**src/hw/apsq_pkg.sv**
```systemverilog
// package of constants and types for the sleep-state power sequencer
`default_nettype none
package apsq_pkg;
  // clock figures
  localparam int unsigned CLK_HZ         = 20_000_000;
  localparam int unsigned CLK_NS         = 50;
  // glitch window, nominal 2 us
  localparam int unsigned GLITCH_NS      = 2_000;
  localparam int unsigned GLITCH_CYC     = GLITCH_NS / CLK_NS;
  // sleep entry delay 200 us
  localparam int unsigned SLEEP_DLY_NS   = 200_000;
  localparam int unsigned SLEEP_DLY_CYC  = SLEEP_DLY_NS / CLK_NS;
  // wake timeout 50 ms
  localparam int unsigned WAKE_MS        = 50;
  localparam int unsigned WAKE_CYC       = WAKE_MS * (CLK_HZ / 1000);
  // vid power-good delay, plain default
  localparam int unsigned VID_RAIL_GOOD_NS      = 1_000_000;
  localparam int unsigned VID_RAIL_GOOD_CYC     = VID_RAIL_GOOD_NS / CLK_NS;
  // short pause after standby power-on reset before soft-start
  localparam int unsigned POR_DLY_NS     = 10_000;
  localparam int unsigned POR_DLY_CYC    = POR_DLY_NS / CLK_NS;
  // counter widths
  localparam int unsigned CNT_W          = 24;
  // register map (axi4-lite byte offsets)
  localparam logic [7:0]  REG_CTRL       = 8'h00;
  localparam logic [7:0]  REG_STATUS     = 8'h04;
  localparam logic [7:0]  REG_RAILS      = 8'h08;
  localparam logic [7:0]  REG_MONITOR    = 8'h0c;
  // reset values
  localparam logic [31:0] CTRL_RESET     = 32'h0000_0000;
  // axi responses
  localparam logic [1:0]  RESP_OKAY      = 2'h0;
  localparam logic [1:0]  RESP_SLVERR    = 2'h2;
  // power states
  typedef enum logic [1:0] {
    APSQ_ACTIVE,
    APSQ_S3,
    APSQ_S5
  } apsq_pstate_e;
endpackage : apsq_pkg
`default_nettype wire

```
**src/hw/apsq_deglitch.sv**
```systemverilog
// glitch filter for one active-low sleep request input
`default_nettype none
module apsq_deglitch
  import apsq_pkg::*;
(
  // clock and reset
  input  wire logic aclk,
  input  wire logic aresetn,
  input  wire logic ce,
  // raw and filtered level
  input  wire logic din,
  output logic      dout
);
  logic [CNT_W-1:0] cnt_ff;   // cycles the input has differed
  logic [CNT_W-1:0] nxt_cnt;
  logic             lvl_ff;   // accepted level
  logic             nxt_lvl;

  assign dout = lvl_ff;

  // accept a new level only after it holds the whole window
  always_comb
  begin
    nxt_cnt = '0;
    nxt_lvl = lvl_ff;
    if (din != lvl_ff)
    begin
      if (cnt_ff >= CNT_W'(GLITCH_CYC - 1))
        nxt_lvl = din;
      else
        nxt_cnt = cnt_ff + 1'b1;
    end
  end

  // registers; pull-ups make the idle level high
  always_ff @(posedge aclk)
  begin
    if (!aresetn)
    begin
      cnt_ff <= '0;
      lvl_ff <= 1'b1;
    end
    else if (ce)
    begin
      cnt_ff <= nxt_cnt;
      lvl_ff <= nxt_lvl;
    end
  end
endmodule : apsq_deglitch
`default_nettype wire

```
**src/hw/apsq_axil.sv**
```systemverilog
// axi4-lite slave holding the control word and reading back the status words
`default_nettype none
module apsq_axil
  import apsq_pkg::*;
(
  // clock and reset
  input  wire logic        aclk,
  input  wire logic        aresetn,
  input  wire logic        ce,
  // write address and data
  input  wire logic [7:0]  s_awaddr,
  input  wire logic        s_awvalid,
  output logic             s_awready,
  input  wire logic [31:0] s_wdata,
  input  wire logic [3:0]  s_wstrb,
  input  wire logic        s_wvalid,
  output logic             s_wready,
  output logic [1:0]       s_bresp,
  output logic             s_bvalid,
  input  wire logic        s_bready,
  // read address and data
  input  wire logic [7:0]  s_araddr,
  input  wire logic        s_arvalid,
  output logic             s_arready,
  output logic [31:0]      s_rdata,
  output logic [1:0]       s_rresp,
  output logic             s_rvalid,
  input  wire logic        s_rready,
  // block side
  output logic [31:0]      ctrl,
  input  wire logic [31:0] status,
  input  wire logic [31:0] rails,
  input  wire logic [31:0] monitor
);
  logic        aw_ff, nxt_aw;       // address captured
  logic        w_ff, nxt_w;         // data captured
  logic [7:0]  awa_ff, nxt_awa;
  logic [31:0] wd_ff, nxt_wd;
  logic [3:0]  ws_ff, nxt_ws;
  logic        bv_ff, nxt_bv;
  logic [1:0]  br_ff, nxt_br;
  logic        rv_ff, nxt_rv;
  logic [1:0]  rr_ff, nxt_rr;
  logic [31:0] rd_ff, nxt_rd;
  logic [31:0] ctrl_ff, nxt_ctrl;

  assign s_awready = !aw_ff && !bv_ff;
  assign s_wready  = !w_ff && !bv_ff;
  assign s_arready = !rv_ff;
  assign s_bvalid  = bv_ff;
  assign s_bresp   = br_ff;
  assign s_rvalid  = rv_ff;
  assign s_rresp   = rr_ff;
  assign s_rdata   = rd_ff;
  assign ctrl      = ctrl_ff;

  // write path takes address and data in either order
  always_comb
  begin
    nxt_aw   = aw_ff;
    nxt_w    = w_ff;
    nxt_awa  = awa_ff;
    nxt_wd   = wd_ff;
    nxt_ws   = ws_ff;
    nxt_bv   = bv_ff;
    nxt_br   = br_ff;
    nxt_ctrl = ctrl_ff;
    if (s_awvalid && s_awready)
    begin
      nxt_aw  = 1'b1;
      nxt_awa = s_awaddr;
    end
    if (s_wvalid && s_wready)
    begin
      nxt_w  = 1'b1;
      nxt_wd = s_wdata;
      nxt_ws = s_wstrb;
    end
    if (aw_ff && w_ff)
    begin
      nxt_aw = 1'b0;
      nxt_w  = 1'b0;
      nxt_bv = 1'b1;
      nxt_br = RESP_OKAY;
      if (awa_ff[7:2] == REG_CTRL[7:2])
      begin
        for (int i = 0; i < 4; i++)
          if (ws_ff[i])
            nxt_ctrl[i*8 +: 8] = wd_ff[i*8 +: 8];
      end
      else if (awa_ff[7:2] != REG_STATUS[7:2] &&
               awa_ff[7:2] != REG_RAILS[7:2] &&
               awa_ff[7:2] != REG_MONITOR[7:2])
        nxt_br = RESP_SLVERR;           // unmapped address
    end
    if (bv_ff && s_bready)
      nxt_bv = 1'b0;
  end

  // read path answers one cycle after the address
  always_comb
  begin
    nxt_rv = rv_ff;
    nxt_rr = rr_ff;
    nxt_rd = rd_ff;
    if (s_arvalid && s_arready)
    begin
      nxt_rv = 1'b1;
      nxt_rr = RESP_OKAY;
      case (s_araddr[7:2])
        REG_CTRL[7:2]:    nxt_rd = ctrl_ff;
        REG_STATUS[7:2]:  nxt_rd = status;
        REG_RAILS[7:2]:   nxt_rd = rails;
        REG_MONITOR[7:2]: nxt_rd = monitor;
        default:
        begin
          nxt_rd = 32'h0000_0000;
          nxt_rr = RESP_SLVERR;
        end
      endcase
    end
    else if (rv_ff && s_rready)
      nxt_rv = 1'b0;
  end

  // registers
  always_ff @(posedge aclk)
  begin
    if (!aresetn)
    begin
      aw_ff   <= 1'b0;
      w_ff    <= 1'b0;
      awa_ff  <= 8'h00;
      wd_ff   <= 32'h0000_0000;
      ws_ff   <= 4'h0;
      bv_ff   <= 1'b0;
      br_ff   <= RESP_OKAY;
      rv_ff   <= 1'b0;
      rr_ff   <= RESP_OKAY;
      rd_ff   <= 32'h0000_0000;
      ctrl_ff <= CTRL_RESET;
    end
    else if (ce)
    begin
      aw_ff   <= nxt_aw;
      w_ff    <= nxt_w;
      awa_ff  <= nxt_awa;
      wd_ff   <= nxt_wd;
      ws_ff   <= nxt_ws;
      bv_ff   <= nxt_bv;
      br_ff   <= nxt_br;
      rv_ff   <= nxt_rv;
      rr_ff   <= nxt_rr;
      rd_ff   <= nxt_rd;
      ctrl_ff <= nxt_ctrl;
    end
  end
endmodule : apsq_axil
`default_nettype wire

```
**src/hw/apsq_top.sv**
```systemverilog
// sleep-state power sequencer: decode, timers, rail enables, registers
`default_nettype none
module apsq_top
  import apsq_pkg::*;
#(
  parameter int unsigned WAKE_CYCLES   = WAKE_CYC,
  parameter int unsigned SLEEP_CYCLES  = SLEEP_DLY_CYC,
  parameter int unsigned VID_RAIL_GOOD_CYCLES = VID_RAIL_GOOD_CYC
)
(
  // clock, reset, enable
  input  wire logic        aclk,
  input  wire logic        aresetn,
  input  wire logic        ce,
  // sleep requests and straps
  input  wire logic        sleep3_request_n,
  input  wire logic        soft_off_request_n,
  input  wire logic        dual5_keep_in_off,
  input  wire logic        network_rail_mode,
  // supply and rail monitors, high when above threshold; soft_start_low is high when its pin is low
  input  wire logic        main3v3_good,
  input  wire logic        main5v_good,
  input  wire logic        standby_por_ok,
  input  wire logic        dual3v3_rail_ok,
  input  wire logic        dual5_rail_ok,
  input  wire logic        network_rail_feedback_ok,
  input  wire logic        vid_rail_ok,
  input  wire logic        over_temp,
  input  wire logic        soft_start_low,
  // rail controls
  output logic             dual3v3_standby_drive,
  output logic             dual3v3_uv_enable,
  output logic             active_switch_gate,
  output logic             active_switch_gate_oe,
  output logic             dual5_standby_gate,
  output logic             vid_rail_enable,
  output logic             vid_rail_good,
  output logic             vid_rail_good_oe,
  output logic             network_rail_gate_drive,
  output logic             rail_uv_enable,
  output logic             fault,
  // axi4-lite slave
  input  wire logic [7:0]  s_awaddr,
  input  wire logic        s_awvalid,
  output logic             s_awready,
  input  wire logic [31:0] s_wdata,
  input  wire logic [3:0]  s_wstrb,
  input  wire logic        s_wvalid,
  output logic             s_wready,
  output logic [1:0]       s_bresp,
  output logic             s_bvalid,
  input  wire logic        s_bready,
  input  wire logic [7:0]  s_araddr,
  input  wire logic        s_arvalid,
  output logic             s_arready,
  output logic [31:0]      s_rdata,
  output logic [1:0]       s_rresp,
  output logic             s_rvalid,
  input  wire logic        s_rready
);
  ////////////////////////////////////////////////////////////////////////
  // declarations
  logic [1:0]       req_raw;      // {soft_off, sleep3} raw
  logic [1:0]       req_f;        // filtered requests
  logic [31:0]      ctrl;         // software control word
  logic             sw_off;       // software forces all rails off
  logic             sw_fault_mask;// software hides fault output
  apsq_pstate_e     st_ff, nxt_st;       // decoded power state
  logic             sup_fall_ff, nxt_sup_fall; // forced s5 by supply loss
  logic             up_ff, nxt_up;       // active outputs released
  logic             por_ff, nxt_por;     // standby soft-start done
  logic             slp_pend_ff, nxt_slp_pend; // sleep delay running
  logic             s3_prev_ff, nxt_s3_prev;   // last filtered sleep3
  logic [CNT_W-1:0] slp_cnt_ff, nxt_slp_cnt;
  logic [CNT_W-1:0] wake_cnt_ff, nxt_wake_cnt;
  logic [CNT_W-1:0] por_cnt_ff, nxt_por_cnt;
  logic [CNT_W-1:0] pg_cnt_ff, nxt_pg_cnt;
  logic             pg_ff, nxt_pg;       // vid good released
  logic             fault_ff, nxt_fault; // registered fault
  logic             uv_seen_ff, nxt_uv_seen; // sticky uv record
  logic             mains_ok;
  logic             run;          // outputs allowed at all
  logic             is_active;
  logic             any_uv;

  assign req_raw       = {soft_off_request_n, sleep3_request_n};
  assign sw_off        = ctrl[0];
  assign sw_fault_mask = ctrl[1];
  assign mains_ok      = main3v3_good && main5v_good;
  // soft-start pin low or software off stops every rail output and fault; decode keeps running
  assign run           = por_ff && !soft_start_low && !sw_off;
  assign is_active     = (st_ff == APSQ_ACTIVE) && up_ff;

  ////////////////////////////////////////////////////////////////////////
  // input filters, one per request line
  for (genvar g = 0; g < 2; g++)
  begin : g_filt
    apsq_deglitch u_dg
    (
      .aclk    (aclk),
      .aresetn (aresetn),
      .ce      (ce),
      .din     (req_raw[g]),
      .dout    (req_f[g])
    );
  end

  ////////////////////////////////////////////////////////////////////////
  // standby power-on reset pause before soft-start
  always_comb
  begin
    nxt_por     = por_ff;
    nxt_por_cnt = por_cnt_ff;
    if (!standby_por_ok)
    begin
      nxt_por     = 1'b0;
      nxt_por_cnt = '0;
    end
    else if (!por_ff)
    begin
      if (por_cnt_ff >= CNT_W'(POR_DLY_CYC - 1))
        nxt_por = 1'b1;
      else
        nxt_por_cnt = por_cnt_ff + 1'b1;
    end
  end

  ////////////////////////////////////////////////////////////////////////
  // state decode, sleep delay and supply fallback
  // the timers count aclk cycles with ce high; lengths come from the rate
  always_comb
  begin
    nxt_st       = st_ff;
    nxt_sup_fall = sup_fall_ff;
    nxt_slp_pend = slp_pend_ff;
    nxt_slp_cnt  = slp_cnt_ff;
    nxt_s3_prev  = req_f[0];
    if (st_ff == APSQ_ACTIVE && !mains_ok)
    begin
      nxt_st       = APSQ_S5;
      nxt_sup_fall = 1'b1;
      nxt_slp_pend = 1'b0;
    end
    else if (sup_fall_ff)
    begin
      // leave forced s5 only when mains return and host wants active
      if (mains_ok && req_f == 2'b11)
      begin
        nxt_st       = APSQ_ACTIVE;
        nxt_sup_fall = 1'b0;
      end
    end
    else
    begin
      // falling sleep3 arms the 200 us timer
      if (s3_prev_ff && !req_f[0] && st_ff == APSQ_ACTIVE)
      begin
        nxt_slp_pend = 1'b1;
        nxt_slp_cnt  = '0;
      end
      else if (slp_pend_ff)
      begin
        if (req_f[0])
          nxt_slp_pend = 1'b0;        // request withdrawn
        else if (slp_cnt_ff >= CNT_W'(SLEEP_CYCLES - 1))
        begin
          nxt_slp_pend = 1'b0;
          nxt_st = req_f[1] ? APSQ_S3 : APSQ_S5;
        end
        else
          nxt_slp_cnt = slp_cnt_ff + 1'b1;
      end
      else
      begin
        case (req_f)
          2'b11:   nxt_st = APSQ_ACTIVE;
          2'b00:   if (st_ff == APSQ_S3)
                     nxt_st = APSQ_S5;
          // s3 request while in s5 is blocked
          2'b10:   nxt_st = st_ff;
          default: nxt_st = st_ff;
        endcase
      end
    end
  end

  ////////////////////////////////////////////////////////////////////////
  // wake timeout: mains must hold good 50 ms before active rails
  always_comb
  begin
    nxt_up       = up_ff;
    nxt_wake_cnt = wake_cnt_ff;
    if (st_ff != APSQ_ACTIVE || !mains_ok || !run)
    begin
      nxt_up       = 1'b0;
      nxt_wake_cnt = '0;
    end
    else if (!up_ff)
    begin
      if (wake_cnt_ff >= CNT_W'(WAKE_CYCLES - 1))
        nxt_up = 1'b1;
      else
        nxt_wake_cnt = wake_cnt_ff + 1'b1;
    end
  end

  ////////////////////////////////////////////////////////////////////////
  // vid power-good delay
  always_comb
  begin
    nxt_pg     = pg_ff;
    nxt_pg_cnt = pg_cnt_ff;
    if (!vid_rail_ok || !vid_rail_enable)
    begin
      nxt_pg     = 1'b0;
      nxt_pg_cnt = '0;
    end
    else if (!pg_ff)
    begin
      if (pg_cnt_ff >= CNT_W'(VID_RAIL_GOOD_CYCLES - 1))
        nxt_pg = 1'b1;
      else
        nxt_pg_cnt = pg_cnt_ff + 1'b1;
    end
  end

  ////////////////////////////////////////////////////////////////////////
  // fault: undervoltage on monitored rails, inputs, or heat
  always_comb
  begin
    any_uv = (!dual3v3_rail_ok)
           || (dual5_standby_gate && !dual5_rail_ok)
           || (network_rail_gate_drive && !network_rail_feedback_ok)
           || (vid_rail_enable && !vid_rail_ok);
    nxt_fault = (any_uv || !mains_ok || over_temp) && run;
    // sticky record: a new event wins over a software clear
    nxt_uv_seen = (uv_seen_ff && !ctrl[2]) || any_uv;
  end

  ////////////////////////////////////////////////////////////////////////
  // registers
  always_ff @(posedge aclk)
  begin
    if (!aresetn)
    begin
      st_ff       <= APSQ_S5;
      sup_fall_ff <= 1'b0;
      up_ff       <= 1'b0;
      por_ff      <= 1'b0;
      slp_pend_ff <= 1'b0;
      s3_prev_ff  <= 1'b1;
      slp_cnt_ff  <= '0;
      wake_cnt_ff <= '0;
      por_cnt_ff  <= '0;
      pg_cnt_ff   <= '0;
      pg_ff       <= 1'b0;
      fault_ff    <= 1'b0;
      uv_seen_ff  <= 1'b0;
    end
    else if (ce)
    begin
      st_ff       <= nxt_st;
      sup_fall_ff <= nxt_sup_fall;
      up_ff       <= nxt_up;
      por_ff      <= nxt_por;
      slp_pend_ff <= nxt_slp_pend;
      s3_prev_ff  <= nxt_s3_prev;
      slp_cnt_ff  <= nxt_slp_cnt;
      wake_cnt_ff <= nxt_wake_cnt;
      por_cnt_ff  <= nxt_por_cnt;
      pg_cnt_ff   <= nxt_pg_cnt;
      pg_ff       <= nxt_pg;
      fault_ff    <= nxt_fault;
      uv_seen_ff  <= nxt_uv_seen;
    end
  end

  ////////////////////////////////////////////////////////////////////////
  // rail outputs; active switch gate and vid good pins are open-collector: oe high pulls low
  assign dual3v3_standby_drive   = run && !is_active;
  assign dual3v3_uv_enable       = run;
  assign active_switch_gate      = 1'b0;
  assign active_switch_gate_oe   = !(run && is_active);
  assign dual5_standby_gate      = run && (st_ff == APSQ_S3 ||
                                   (st_ff == APSQ_S5 && dual5_keep_in_off)
                                   || (st_ff == APSQ_ACTIVE && !up_ff));
  assign vid_rail_enable         = run && is_active;
  assign vid_rail_good           = 1'b0;
  assign vid_rail_good_oe        = !pg_ff;
  assign network_rail_gate_drive = run && (is_active ||
                                   network_rail_mode);
  assign rail_uv_enable          = run;
  assign fault                   = fault_ff && !sw_fault_mask;

  ////////////////////////////////////////////////////////////////////////
  // register slave
  apsq_axil u_regs
  (
    .aclk      (aclk),
    .aresetn   (aresetn),
    .ce        (ce),
    .s_awaddr  (s_awaddr),
    .s_awvalid (s_awvalid),
    .s_awready (s_awready),
    .s_wdata   (s_wdata),
    .s_wstrb   (s_wstrb),
    .s_wvalid  (s_wvalid),
    .s_wready  (s_wready),
    .s_bresp   (s_bresp),
    .s_bvalid  (s_bvalid),
    .s_bready  (s_bready),
    .s_araddr  (s_araddr),
    .s_arvalid (s_arvalid),
    .s_arready (s_arready),
    .s_rdata   (s_rdata),
    .s_rresp   (s_rresp),
    .s_rvalid  (s_rvalid),
    .s_rready  (s_rready),
    .ctrl      (ctrl),
    .status    ({24'h00_0000, uv_seen_ff, fault_ff, pg_ff, up_ff,
                 sup_fall_ff, por_ff, st_ff}),
    .rails     ({26'h000_0000, network_rail_gate_drive, vid_rail_enable,
                 dual5_standby_gate, !active_switch_gate_oe,
                 dual3v3_standby_drive, run}),
    .monitor   ({24'h00_0000, over_temp, vid_rail_ok,
                 network_rail_feedback_ok, dual5_rail_ok, dual3v3_rail_ok,
                 main5v_good, main3v3_good, req_f[1] & req_f[0]})
  );
endmodule : apsq_top
`default_nettype wire

```
**config.mk**
```make
export PLATFORM = sky130hd
export DESIGN_NAME = apsq_top
export DESIGN_NICKNAME = d
export VERILOG_FILES = /design/src/hw/apsq_pkg.sv /design/src/hw/apsq_deglitch.sv /design/src/hw/apsq_axil.sv /design/src/hw/apsq_top.sv
export SDC_FILE = /design/constraint.sdc
export NUM_CORES = 1
export LEC_CHECK = 0
export BUFFER_PORTS_ARGS = -buffer_cell sky130_fd_sc_hd__buf_2
export CAP_MARGIN = 20
export CORE_MARGIN = 5
export CORE_UTILIZATION = 40
export CTS_CLUSTER_DIAMETER = 50
export DETAILED_ROUTE_END_ITERATION = 8
export GPL_ROUTABILITY_DRIVEN = 0
export HOLD_SLACK_MARGIN = 0.05
export PLACE_DENSITY = 0.65
export SLEW_MARGIN = 20
export SYNTH_ARGS = -nofsm -noshare
export SYNTH_HDL_FRONTEND = slang
export SYNTH_SLANG_ARGS = --single-unit
```
**constraint.sdc**
```tcl
create_clock -name aclk -period 4.24 [get_ports aclk]
set_input_delay 0.636 -clock aclk [delete_from_list [all_inputs] [get_ports aclk]]
set_output_delay 0.636 -clock aclk [all_outputs]
set_load 0.005 [all_outputs]
```
; Yosys cells after proc, flatten, opt, wreduce, memory -nomap -nowiden
; Cells that the tools add are included.
[word_totals]
elab_cells = 221
inputBits = 73
out_inout_bits = 52
ff_bits = 272
[classes]
eq_ne = 25
n_lt_le_gt_ge = 6
addsub = 6
muxes = 57
reduce_logical = 93
bitwise = 3
[ops]
columns = operator, count
row1 = $mux W24, 17
row2 = $add A24 B1 Y24 const B, 6
row3 = $pmux W32 S4, 1
row4 = $ge A24 B6 Y1 const B, 2
row5 = $logic_and A1 B1 Y1, 30
row6 = $mux W1, 26
row7 = $ge A24 B12 Y1 const B, 1
row8 = $ge A24 B15 Y1 const B, 1
row9 = $ge A24 B20 Y1 const B, 1
row10 = $ge A24 B8 Y1 const B, 1
row11 = $mux W2, 12
row12 = $logic_not A1 Y1, 19
row13 = $reduce_and A2 Y1, 9
row14 = $reduce_and A4 Y1, 4
row15 = $reduce_and A3 Y1, 5
row16 = $eq A6 B2 Y1 const B, 2
row17 = $logic_not A6 Y1, 2
row18 = $logic_or A1 B1 Y1, 12
row19 = $ne A2 B2 Y1 const B, 6
row20 = $ne A6 B2 Y1 const B, 2
row21 = $reduce_bool A2 Y1, 6
row22 = $reduce_and A7 Y1, 1
row23 = $eq A6 B1 Y1 const B, 1
row24 = $ne A2 B1 Y1 const B, 3
row25 = 16 further kinds, 20

; Logic depth before layout (Yosys ltp)
; Gate-level depths: netlist of the first run.
[depth]
word_depth = 12
mapped_depth = 9
ltp_nobuf = 7

; Modules after synthesis
; Synthesis of the first run repeated with hierarchy kept, for this count alone.
[unflattened]
cells_unflattened = 1179
area_unflattened_um2 = 11432.2
[modules_own_cells]
columns = mod, area_per_inst_um2, seq_area_each_um2, n_inst, cells_each
row1 = apsq_axil, 4875.9, 2242.2, 1, 463
row2 = apsq_top, 4476.8, 2122.0, 1, 508
row3 = apsq_deglitch, 1039.7, 500.5, 2, 104

; Worst setup path before layout of the first run
; OpenSTA, ideal clock, no wires.
[synth_path]
path_kind = input -> register
start = input ce
end = register wake_cnt_ff[13]
path_stages = 6
t_required_ns = 4.167
arrival_time_ns = 2.582
setup_time_ns = 0.073
n_path_buf = 0
path_slack_ns = 1.585
cell_sequence = or4b_1 or4_1 a311o_1 and2_4 or4_1 a21oi_1
[synth_via]
elab_chain_len = 1
[synth_rtl]
columns = element, line_no
row1 = "start, declared", apsq_top.sv:14  ; input wire logic ce,
row2 = $reduce_and A3 Y1 (no source line), n/a
row3 = "end signal, assigned", apsq_top.sv:269  ; wake_cnt_ff <= nxt_wake_cnt;
row4 = "end, declared", apsq_top.sv:75  ; logic [CNT_W-1:0] wake_cnt_ff, nxt_wake_cnt;
; No other way between the ends.
; A chain may end at the register's enable or synchronous reset.

; Final worst setup path of the first run
[layout_path]
start = register up_ff
end = register wake_cnt_ff[13]
[layout_via]
elab_chain_len = 2
[layout_rtl]
columns = element, line_no
row1 = "start, declared", apsq_top.sv:70  ; logic up_ff, nxt_up;
row2 = "start signal, assigned", apsq_top.sv:264  ; up_ff <= nxt_up;
row3 = $ne A2 B1 Y1 (no source line), n/a
row4 = $reduce_and A3 Y1 (no source line), n/a
; No other way between the ends.

==> flow_summary_export.csv, run 1 <==
group,metric,value,unit
status,status,"finished, final reports clean",
cts,cts-buffers-inserted,29,
cts,cts_resized,0,
worst_hold_path,holdCritPathClass,"input pin to flip-flop",
global_routing,antenna_found_initial,5,
drt,wl_per_cell,14.6,um
finish,layout.cells.most_common,"dfxtp_1",
finish,layout_common_cells,"268 x dfxtp_1, 174 x nand2_1, 129 x nor2_1",
timing,max_slew_margin,0.294,
finish,nets,1439,
cts,cts.sinks,268,
synthesis,synth_top_cell_by_area,"dfxtp_1",
drt,drt_pass1_iterations,7,
cts,root_buffer,"clkbuf_16",
timing,rsz0062_at_grt,"false",
cts,clk_pin_slew,0.06,ns
worst_setup_path,end_kind,"flip-flop",
power,p_seq_frac,0.474,
synthesis,synth_edf_count,0,
global_routing,grt_usage,0.158,
timing,worst_pin_slew,1.05,ns
synthesis,synthFlopType,"dfxtp_1",
synthesis,synth_area_leaders,"dfxtp_1 48%, nand2_1 5.9%, a21boi_0 5.2%",
flow_run,cap_viol_max_count,0,
synthesis,yosys_warnings,0,
place,dpl_cell_area,0.0120,mm2
worst_setup_path,critPathKind,"flip-flop to flip-flop",
synthesis,postSynthAreaPerCell,8.74,um2
global_routing,grt_pass1_wl,42100,um
synthesis,ys_async_sr_fraction,0,
worst_setup_path,slowest_stage,"or4b_1",
cts,clock_latency,0.54,ns
cts,postCtsHoldBufs,0,
floorplanning,start_util,0.403,
drt,vias,9078,
synthesis,yosysSeqAreaShare,0.484,
cts,post_cts_buffers,0,
synthesis,synth_top_area_frac,0.484,
global_routing,grt_pass1_vias,8466,
finish,fill_cells,2675,
worst_setup_path,crit_top_cell,"or4_1",
power,power,5430,uW
power,intPower,4250,uW
global_routing,grt-ovfl-total,0,
drt,ant_nets,0,
finish,areaGrowthSynthToFinish,17.1,%
cts,cts_tree,"yes",
global_routing,grt_max_degree,92,
floorplanning,pin_count,125,
worst_setup_path,critPathMaxStageDelay,0.57,ns
synthesis,synth_cells,1269,
finish,drive_gt1_frac,0.140,
power,p_switching,1190,uW
synthesis,synth_cell_type_count,62,
cts,htree_levels,1,
timing,period_share,0.671,
floorplanning,num_rows,61,
worst_setup_path,critPathArrivalTime,3.30,ns
synthesis,syn_area,0.0111,mm2
timing,setup_violations,0,
cts,cts_buffer_depth,3,
power,peakVddDrop,0.000264,V
timing,finalClockSkew,0.0115,ns
timing,maxSlewViolCount,0,
worst_setup_path,crit_chain,"or4b_1 > or4_1 > a311o_1 > and2_4 > or4_1 > a21oi_1",
timing,clock.fmax,351,MHz
power,leakage,0.00500,uW
timing,timing.setup.tns,0,ns
drt,drc_errors,0,
drt,viasPerCell,5.16,
floorplanning,die_height,177,um
worst_setup_path,path_max_fanout,16,
finish,multi_input_area,0.00539,mm2
power,p_comb_frac,0.045,
worst_setup_path,cp.required,4.69,ns
floorplanning,core_area,0.0276,mm2
power,swShare,0.219,
finish,stdcell_area,0.0130,mm2
floorplanning,die_x,177,um
power,p_clk_frac,0.481,
timing,min_period,2.85,ns
timing,hold_viol,0,
drt,drt-total-wl,25700,um
worst_setup_path,startpoint_type,"flip-flop",
finish,regArea,0.00537,mm2
place,numPortBuffers,116,
place,place.detailed.hpwl,17400,um
power,cellPowerDensity,418,mW/mm2
drt,drtIter0Drc,435,
floorplanning,die-area,0.0312,mm2
synthesis,ys_seq_elements,268,
-- per-stage QoR --
stage	setup slack, ns	hold slack (ns)	util	std cells
2_1_floorplan	1.58	0.430	-	1272
3_3_place_gp	1.09	0.443	0.435	1707
3_5_place_dp	1.10	0.444	0.435	1707
4_1_cts	1.41	0.323	0.471	1760
5_1_grt	1.28	0.339	0.471	1761
6_report	1.39	0.343	0.471	1761
-- state kept, by name, indices dropped and copies added, names as in the netlist, 2 cells and up --
name,cells
u_regs.ctrl,32
wake_cnt_ff,24
pg_cnt_ff,24
u_regs.s_rdata,32
st_ff,2
u_regs.awa_ff,6
por_cnt_ff,24
u_regs.ws_ff,4
slp_cnt_ff,24
u_regs.wd_ff,32
g_filt.u_dg.cnt_ff,48
g_filt.u_dg.dout,2
-- power by group through the flow --
| stage | Sequential (uW) | Combinational (uW) | Clock, uW |
|---|---|---|---|
| after detailed placement | 2630 | 246 | 0 |
| final | 2580 | 245 | 2610 |
| after global placement | 2630 | 244 | 0 |
| after CTS | 2570 | 247 | 2680 |
| after floorplan | 2620 | 165 | 0 |
| after global routing | 2580 | 274 | 2780 |
-- per-layer routing --
layer	vias to the layer above	routed length, um	share of wire	GRT usage
met5	-	67	0.0026	0
met4	8	425	0.017	0.0368
met3	42	1540	0.060	0.0448
met2	154	11500	0.45	0.251
met1	4280	12200	0.47	0.215
li1	4594	-	-	-
-- worst paths after layout --
check                              start                            end  slack, ns  cells after the start
min reg2reg  slp_cnt_ff[17]$_SDFFE_PN0P_    slp_cnt_ff[17]$_SDFFE_PN0P_       0.46                      1
min                          s_wdata[18]  u_regs.wd_ff[18]$_SDFFE_PN0P_       0.34                      3
max reg2reg           up_ff$_SDFFE_PN0P_   wake_cnt_ff[13]$_SDFFE_PN0P_       1.39                      6
max                   up_ff$_SDFFE_PN0P_   wake_cnt_ff[13]$_SDFFE_PN0P_       1.39                      6
-- synth_stat cells (6+ instances only) --
cell        n
a31oi_1    14
xnor2_1    31
dfxtp_1   268
clkbuf_1   63
ha_1        6
a22oi_1    28
mux2i_1     9
xor2_1     41
nor3_1     12
nor2_1    129
mux2_2      6
nand4_1    28
o21ai_0    31
o21a_1      6
a21boi_0   77
and4_1     10
and2_1     30
inv_1      22
a21oi_1    25
nor2b_1    42
and3_1     50
nand2_1   174
nor4_1     18
nand3_1    72
-- worst max-delay path: cells and delay by family (launching register included) --
| kind | cells | cell delay (ns) |
|---|---|---|
| compound gates | 2 | 0.65 |
| flops | 1 | 0.38 |
| simple gates | 4 | 1.73 |
-- kinds of logic (layout without fill, tap and decap cells) --
logic type	count (synthesis)	count (layout)	share of synthesized area
fa+ha+maj	6	6	0.00677
simple gates	591	591	0.263
compound gates	223	223	0.142
buf+inv	93	203	0.0333
flops	268	268	0.484
other cells	1	5	0.000338
xor+xnor	72	72	0.0569
mux	15	15	0.0142
-- layout make-up --
type                    count  share of cell area
clock inverters            13              0.0137
clock buffers              40              0.0637
multi-input cells         911               0.415
diodes                      1            0.000193
flip-flops and latches    268               0.413
inverters                  22             0.00636
repair buffers            128              0.0518
well taps                 378              0.0364
Power figures use the tool's default switching activity.
==> inputs of run 2 (changes only) <==
- PLACE_DENSITY: 0.65 -> 0.67
- clock period: 4.24 -> 2.5 ns (I/O delays scaled with it)
==> flow_summary_export.csv, run 2 (synthesized netlist as in run 1, its figures left out) <==
group,metric,value,unit
status,status,"finished, final reports clean",
floorplanning,die-area,0.0312,mm2
worst_setup_path,path_max_fanout,8,
global_routing,grt_pass1_wl,43300,um
drt,vias,9148,
timing,worst_pin_slew,0.639,ns
timing,min_period,2.40,ns
drt,viasPerCell,5.10,
timing,hold_viol,0,
timing,rsz0062_at_grt,"false",
finish,top_register,"g_filt.u_dg.cnt_ff",
place,place.detailed.hpwl,17900,um
finish,stdcell_area,0.0133,mm2
global_routing,grt_pass1_vias,8815,
timing,maxSlewViolCount,0,
cts,clk_pin_slew,0.06,ns
place,numPortBuffers,116,
worst_setup_path,end_kind,"flip-flop",
global_routing,antenna_found_initial,3,
floorplanning,core_area,0.0276,mm2
power,power,9180,uW
drt,wl_per_cell,14.4,um
worst_setup_path,cp.required,2.89,ns
place,dpl_cell_area,0.0123,mm2
finish,final_cells,1793,
flow_run,cap_viol_max_count,0,
cts,root_buffer,"clkbuf_16",
power,leakage,0.00516,uW
floorplanning,start_util,0.403,
power,peakVddDrop,0.000494,V
finish,drive_gt1_frac,0.163,
timing,finalClockSkew,0.0162,ns
drt,drt-total-wl,25900,um
finish,nets,1472,
timing,clock.fmax,416,MHz
timing,max_slew_margin,0.573,
drt,drc_errors,0,
cts,clock_latency,0.54,ns
global_routing,grt-ovfl-total,0,
worst_setup_path,critPathKind,"flip-flop to flip-flop",
cts,cts.sinks,268,
worst_setup_path,startpoint_type,"flip-flop",
power,cellPowerDensity,690,mW/mm2
finish,areaGrowthSynthToFinish,20.0,%
finish,layout_common_cells,"267 x dfxtp_1, 174 x nand2_1, 129 x nor2_1",
global_routing,grt_usage,0.162,
drt,drtIter0Drc,610,
timing,setup_violations,0,
floorplanning,die_x,177,um
worst_setup_path,critPathArrivalTime,2.79,ns
global_routing,grt_max_degree,94,
finish,largest_reg_flops,48,
floorplanning,num_rows,61,
timing,period_share,0.961,
drt,drt_pass1_iterations,4,
floorplanning,pin_count,125,
drt,ant_nets,0,
floorplanning,die_height,177,um
timing,timing.hold.ws,0.0823,ns
place,dp_cells,1740,
cts,cts_buffer_depth,3,
cts,post_cts_buffers,0,
cts,cts-buffers-inserted,29,
cts,cts_tree,"yes",
cts,htree_levels,1,
finish,layout.cells.most_common,"dfxtp_1",
worst_hold_path,holdCritPathClass,"input pin to flip-flop",
## run 2: changes by cell type in the layout (fill, tap and decap cells not counted), sizes merged
cell / before / now
inv: 22 / 23
buf: 128 / 161
clkinv: 7 / 5
clkbuf: 40 / 39
diode: 1 / 2
## run 2: power breakdown
part / total, uW / leakage, uW / switching, uW / internal [uW]
Sequential: 4360 / 0.00217 / 41.6 / 4320
Combinational: 470 / 0.00253 / 274 / 196
Clock: 4350 / 0.000470 / 1710 / 2640
Total: 9180 / 0.00516 / 2030 / 7160
## run 2: through the flow
stage	TNS [ns]	setup WS (ns)	util
2_1_floorplan	0	0.0821	-
3_3_place_gp	-0.345	-0.0974	0.445
3_5_place_dp	-0.498	-0.168	0.445
4_1_cts	0	0.0000182	0.481
5_1_grt	0	0.0180	0.483
6_report	0	0.0985	0.483
## run 2: cell type report
class,count,area [um2]
clock inverter,12,179
fill,2620,14200
sequential,268,5370
timing repair buffer,161,966
clock buffer,39,793
antenna,2,5.00
tap,378,473
inverter,22,82.6
multi-input combinational,911,5450
## run 2: final timing paths
| kind | from | to | slack (ns) | depth (start not counted) |
|---|---|---|---|---|
| min | s_wdata[14] | u_regs.wd_ff[14]$_SDFFE_PN0P_ | 0.08 | 3 |
| max reg2reg | wake_cnt_ff[23]$_SDFFE_PN0P_ | wake_cnt_ff[8]$_SDFFE_PN0P_ | 0.1 | 8 |
| max | wake_cnt_ff[23]$_SDFFE_PN0P_ | wake_cnt_ff[8]$_SDFFE_PN0P_ | 0.1 | 8 |
| min reg2reg | slp_cnt_ff[19]$_SDFFE_PN0P_ | slp_cnt_ff[19]$_SDFFE_PN0P_ | 0.46 | 1 |
## run 2: timing repair
action	CTS	global route
gates cloned	0	0
gates resized for setup	3	13
hold buffers	0	0
pin swaps	0	2
setup endpoints to repair	3	25
## run 2: metal layers
metal  share of wire  routed length (um)  vias to the layer above  track usage
met4           0.018                 479                        4       0.0371
met1            0.48               12500                     4278        0.227
met2            0.44               11500                      161        0.258
li1                -                   -                     4660            -
met5         0.00054                  14                        -            0
met3           0.058                1510                       45       0.0362
## run 2: critical path, stage by stage (launching register included)
cell      delay [ns]
dfxtp_2         0.32
or4b_4          0.53
or4_4           0.42
a311o_1         0.32
buf_6           0.16
buf_6           0.14
a211oi_2        0.19
xnor2_1         0.14
nor2_1          0.05
==> inputs of run 3 (changes only) <==
- MAX_ROUTING_LAYER: not set -> met4
==> flow_summary_export.csv, run 3 (synthesized netlist as in run 1, its figures left out) <==
group,metric,value,unit
cts,post_cts_buffers,0,
worst_setup_path,critPathTopFamily,"simple AND/OR/NAND/NOR gates",
power,leakage,0.00516,uW
timing,min_period,2.40,ns
cts,clk_pin_slew,0.06,ns
floorplanning,die_height,177,um
timing,hold_viol,0,
drt,drt-total-wl,25900,um
worst_setup_path,path_max_fanout,8,
worst_setup_path,critPathArrivalTime,2.79,ns
cts,cts-buffers-inserted,29,
drt,wl_per_cell,14.4,um
cts,cts_buffer_depth,3,
place,place.detailed.hpwl,17900,um
global_routing,grt_pass1_wl,43300,um
flow_run,cap_viol_max_count,0,
drt,ant_nets,0,
cts,htree_levels,1,
finish,largest_reg_flops,48,
worst_setup_path,end_kind,"flip-flop",
timing,worst_pin_slew,0.632,ns
cts,cts_tree,"yes",
drt,viasPerCell,5.10,
timing,rsz0062_at_grt,"false",
finish,areaGrowthSynthToFinish,20.1,%
floorplanning,start_util,0.403,
power,peakVddDrop,0.000494,V
finish,stdcell_area,0.0133,mm2
timing,max_slew_margin,0.578,
drt,vias,9156,
finish,top_register,"g_filt.u_dg.cnt_ff",
power,cellPowerDensity,689,mW/mm2
finish,nets,1472,
worst_setup_path,cp.buffers_inverters,2,
floorplanning,pin_count,125,
worst_setup_path,crit_chain,"or4b_4 > or4_4 > a311o_1 > buf_6 > buf_6 > a211oi_2 > xnor2_1 > nor2_1",
global_routing,grt_max_degree,94,
finish,drive_gt1_frac,0.163,
cts,cts.sinks,268,
worst_setup_path,critPathKind,"flip-flop to flip-flop",
floorplanning,core_area,0.0276,mm2
global_routing,antenna_found_initial,3,
finish,fill_cells,2619,
timing,timing.setup.tns,0,ns
worst_setup_path,crit_top_cell,"buf_6",
worst_setup_path,slowest_stage,"or4b_4",
timing,maxSlewViolCount,0,
cts,postCtsHoldBufs,0,
timing,clock.fmax,417,MHz
global_routing,grt-ovfl-total,0,
place,dpl_cell_area,0.0123,mm2
status,status,"finished, final reports clean",
worst_setup_path,critPathMaxStageDelay,0.53,ns
global_routing,grt_usage,0.167,
timing,setup_violations,0,
floorplanning,num_rows,61,
finish,layout_common_cells,"267 x dfxtp_1, 174 x nand2_1, 129 x nor2_1",
drt,drt_pass1_iterations,6,
drt,drc_errors,0,
worst_setup_path,cp.required,2.89,ns
finish,layout.cells.most_common,"dfxtp_1",
cts,root_buffer,"clkbuf_16",
worst_setup_path,startpoint_type,"flip-flop",
floorplanning,die-area,0.0312,mm2
floorplanning,die_x,177,um
drt,drtIter0Drc,713,
cts,clock_latency,0.54,ns
place,numPortBuffers,116,
worst_hold_path,holdCritPathClass,"input pin to flip-flop",
global_routing,grt_pass1_vias,8830,
timing,finalClockSkew,0.0146,ns
timing,period_share,0.959,
run 3: cell types whose count changed in the layout (fill, tap and decap cells not counted):
cell / before / now
diode_2: 2 / 3
run 3: area by class of cell:
class	instances	area (um2)	area share
Antenna cell	3	7.51	0.000564
Clock buffer	39	793	0.0596
Clock inverter	12	179	0.0134
Inverter	22	82.6	0.00620
Multi-Input combinational cell	911	5450	0.409
Sequential cell	268	5370	0.403
Tap cell	378	473	0.0355
Timing Repair Buffer	161	966	0.0725
run 3: through the flow:
| step | power, uW | worst slack, ns | utilization | hold WS (ns) | std cells |
|---|---|---|---|---|---|
| CTS | 9260 | 0.0000182 | 0.481 | 0.0683 | 1791 |
| global route | 9520 | 0.0180 | 0.483 | 0.0735 | 1794 |
| global placement | 4910 | -0.0974 | 0.445 | 0.443 | 1740 |
| finish | 9180 | 0.102 | 0.483 | 0.0838 | 1794 |
| detailed placement | 4920 | -0.168 | 0.445 | 0.446 | 1740 |
| floorplan | 4720 | 0.0821 | - | 0.430 | 1272 |
run 3: worst paths after layout:
kind                                                    from                            end  slack (ns)  depth (start not counted)
worst max-delay path            wake_cnt_ff[23]$_SDFFE_PN0P_    wake_cnt_ff[8]$_SDFFE_PN0P_        0.10                          8
worst min-delay path                             s_wdata[14]  u_regs.wd_ff[14]$_SDFFE_PN0P_        0.08                          3
worst max register to register  wake_cnt_ff[23]$_SDFFE_PN0P_    wake_cnt_ff[8]$_SDFFE_PN0P_        0.10                          8
worst min register to register   slp_cnt_ff[19]$_SDFFE_PN0P_    slp_cnt_ff[19]$_SDFFE_PN0P_        0.46                          1
run 3: power breakdown:
group / total, uW / switching (uW) / leakage [uW] / internal [uW]
clock: 4340 / 1710 / 0.000470 / 2640
sequential: 4360 / 41.7 / 0.00217 / 4320
combinational: 471 / 275 / 0.00253 / 196
total: 9180 / 2020 / 0.00516 / 7160
run 3: routing by layer:
metal  part of all wire  global-route usage  vias to the layer above  wire length (um)
met5                  0                   -                        -                 0
li1                   -                   -                     4660                 -
met2               0.44               0.258                      166             11500
met4              0.016              0.0371                        0               425
met3              0.051              0.0328                       41              1330
met1               0.49               0.229                     4289             12600
run 3: what timing repair did:
item / CTS / global route
resized for setup: 3 / 13
setup endpoints to repair: 3 / 25
gates cloned: 0 / 0
pin swaps: 0 / 2
run 3: tightest hold or removal path, cell delays in order:
cell	delay, ns
buf_2	0.09
nand2_1	0.04
a21boi_0	0.06
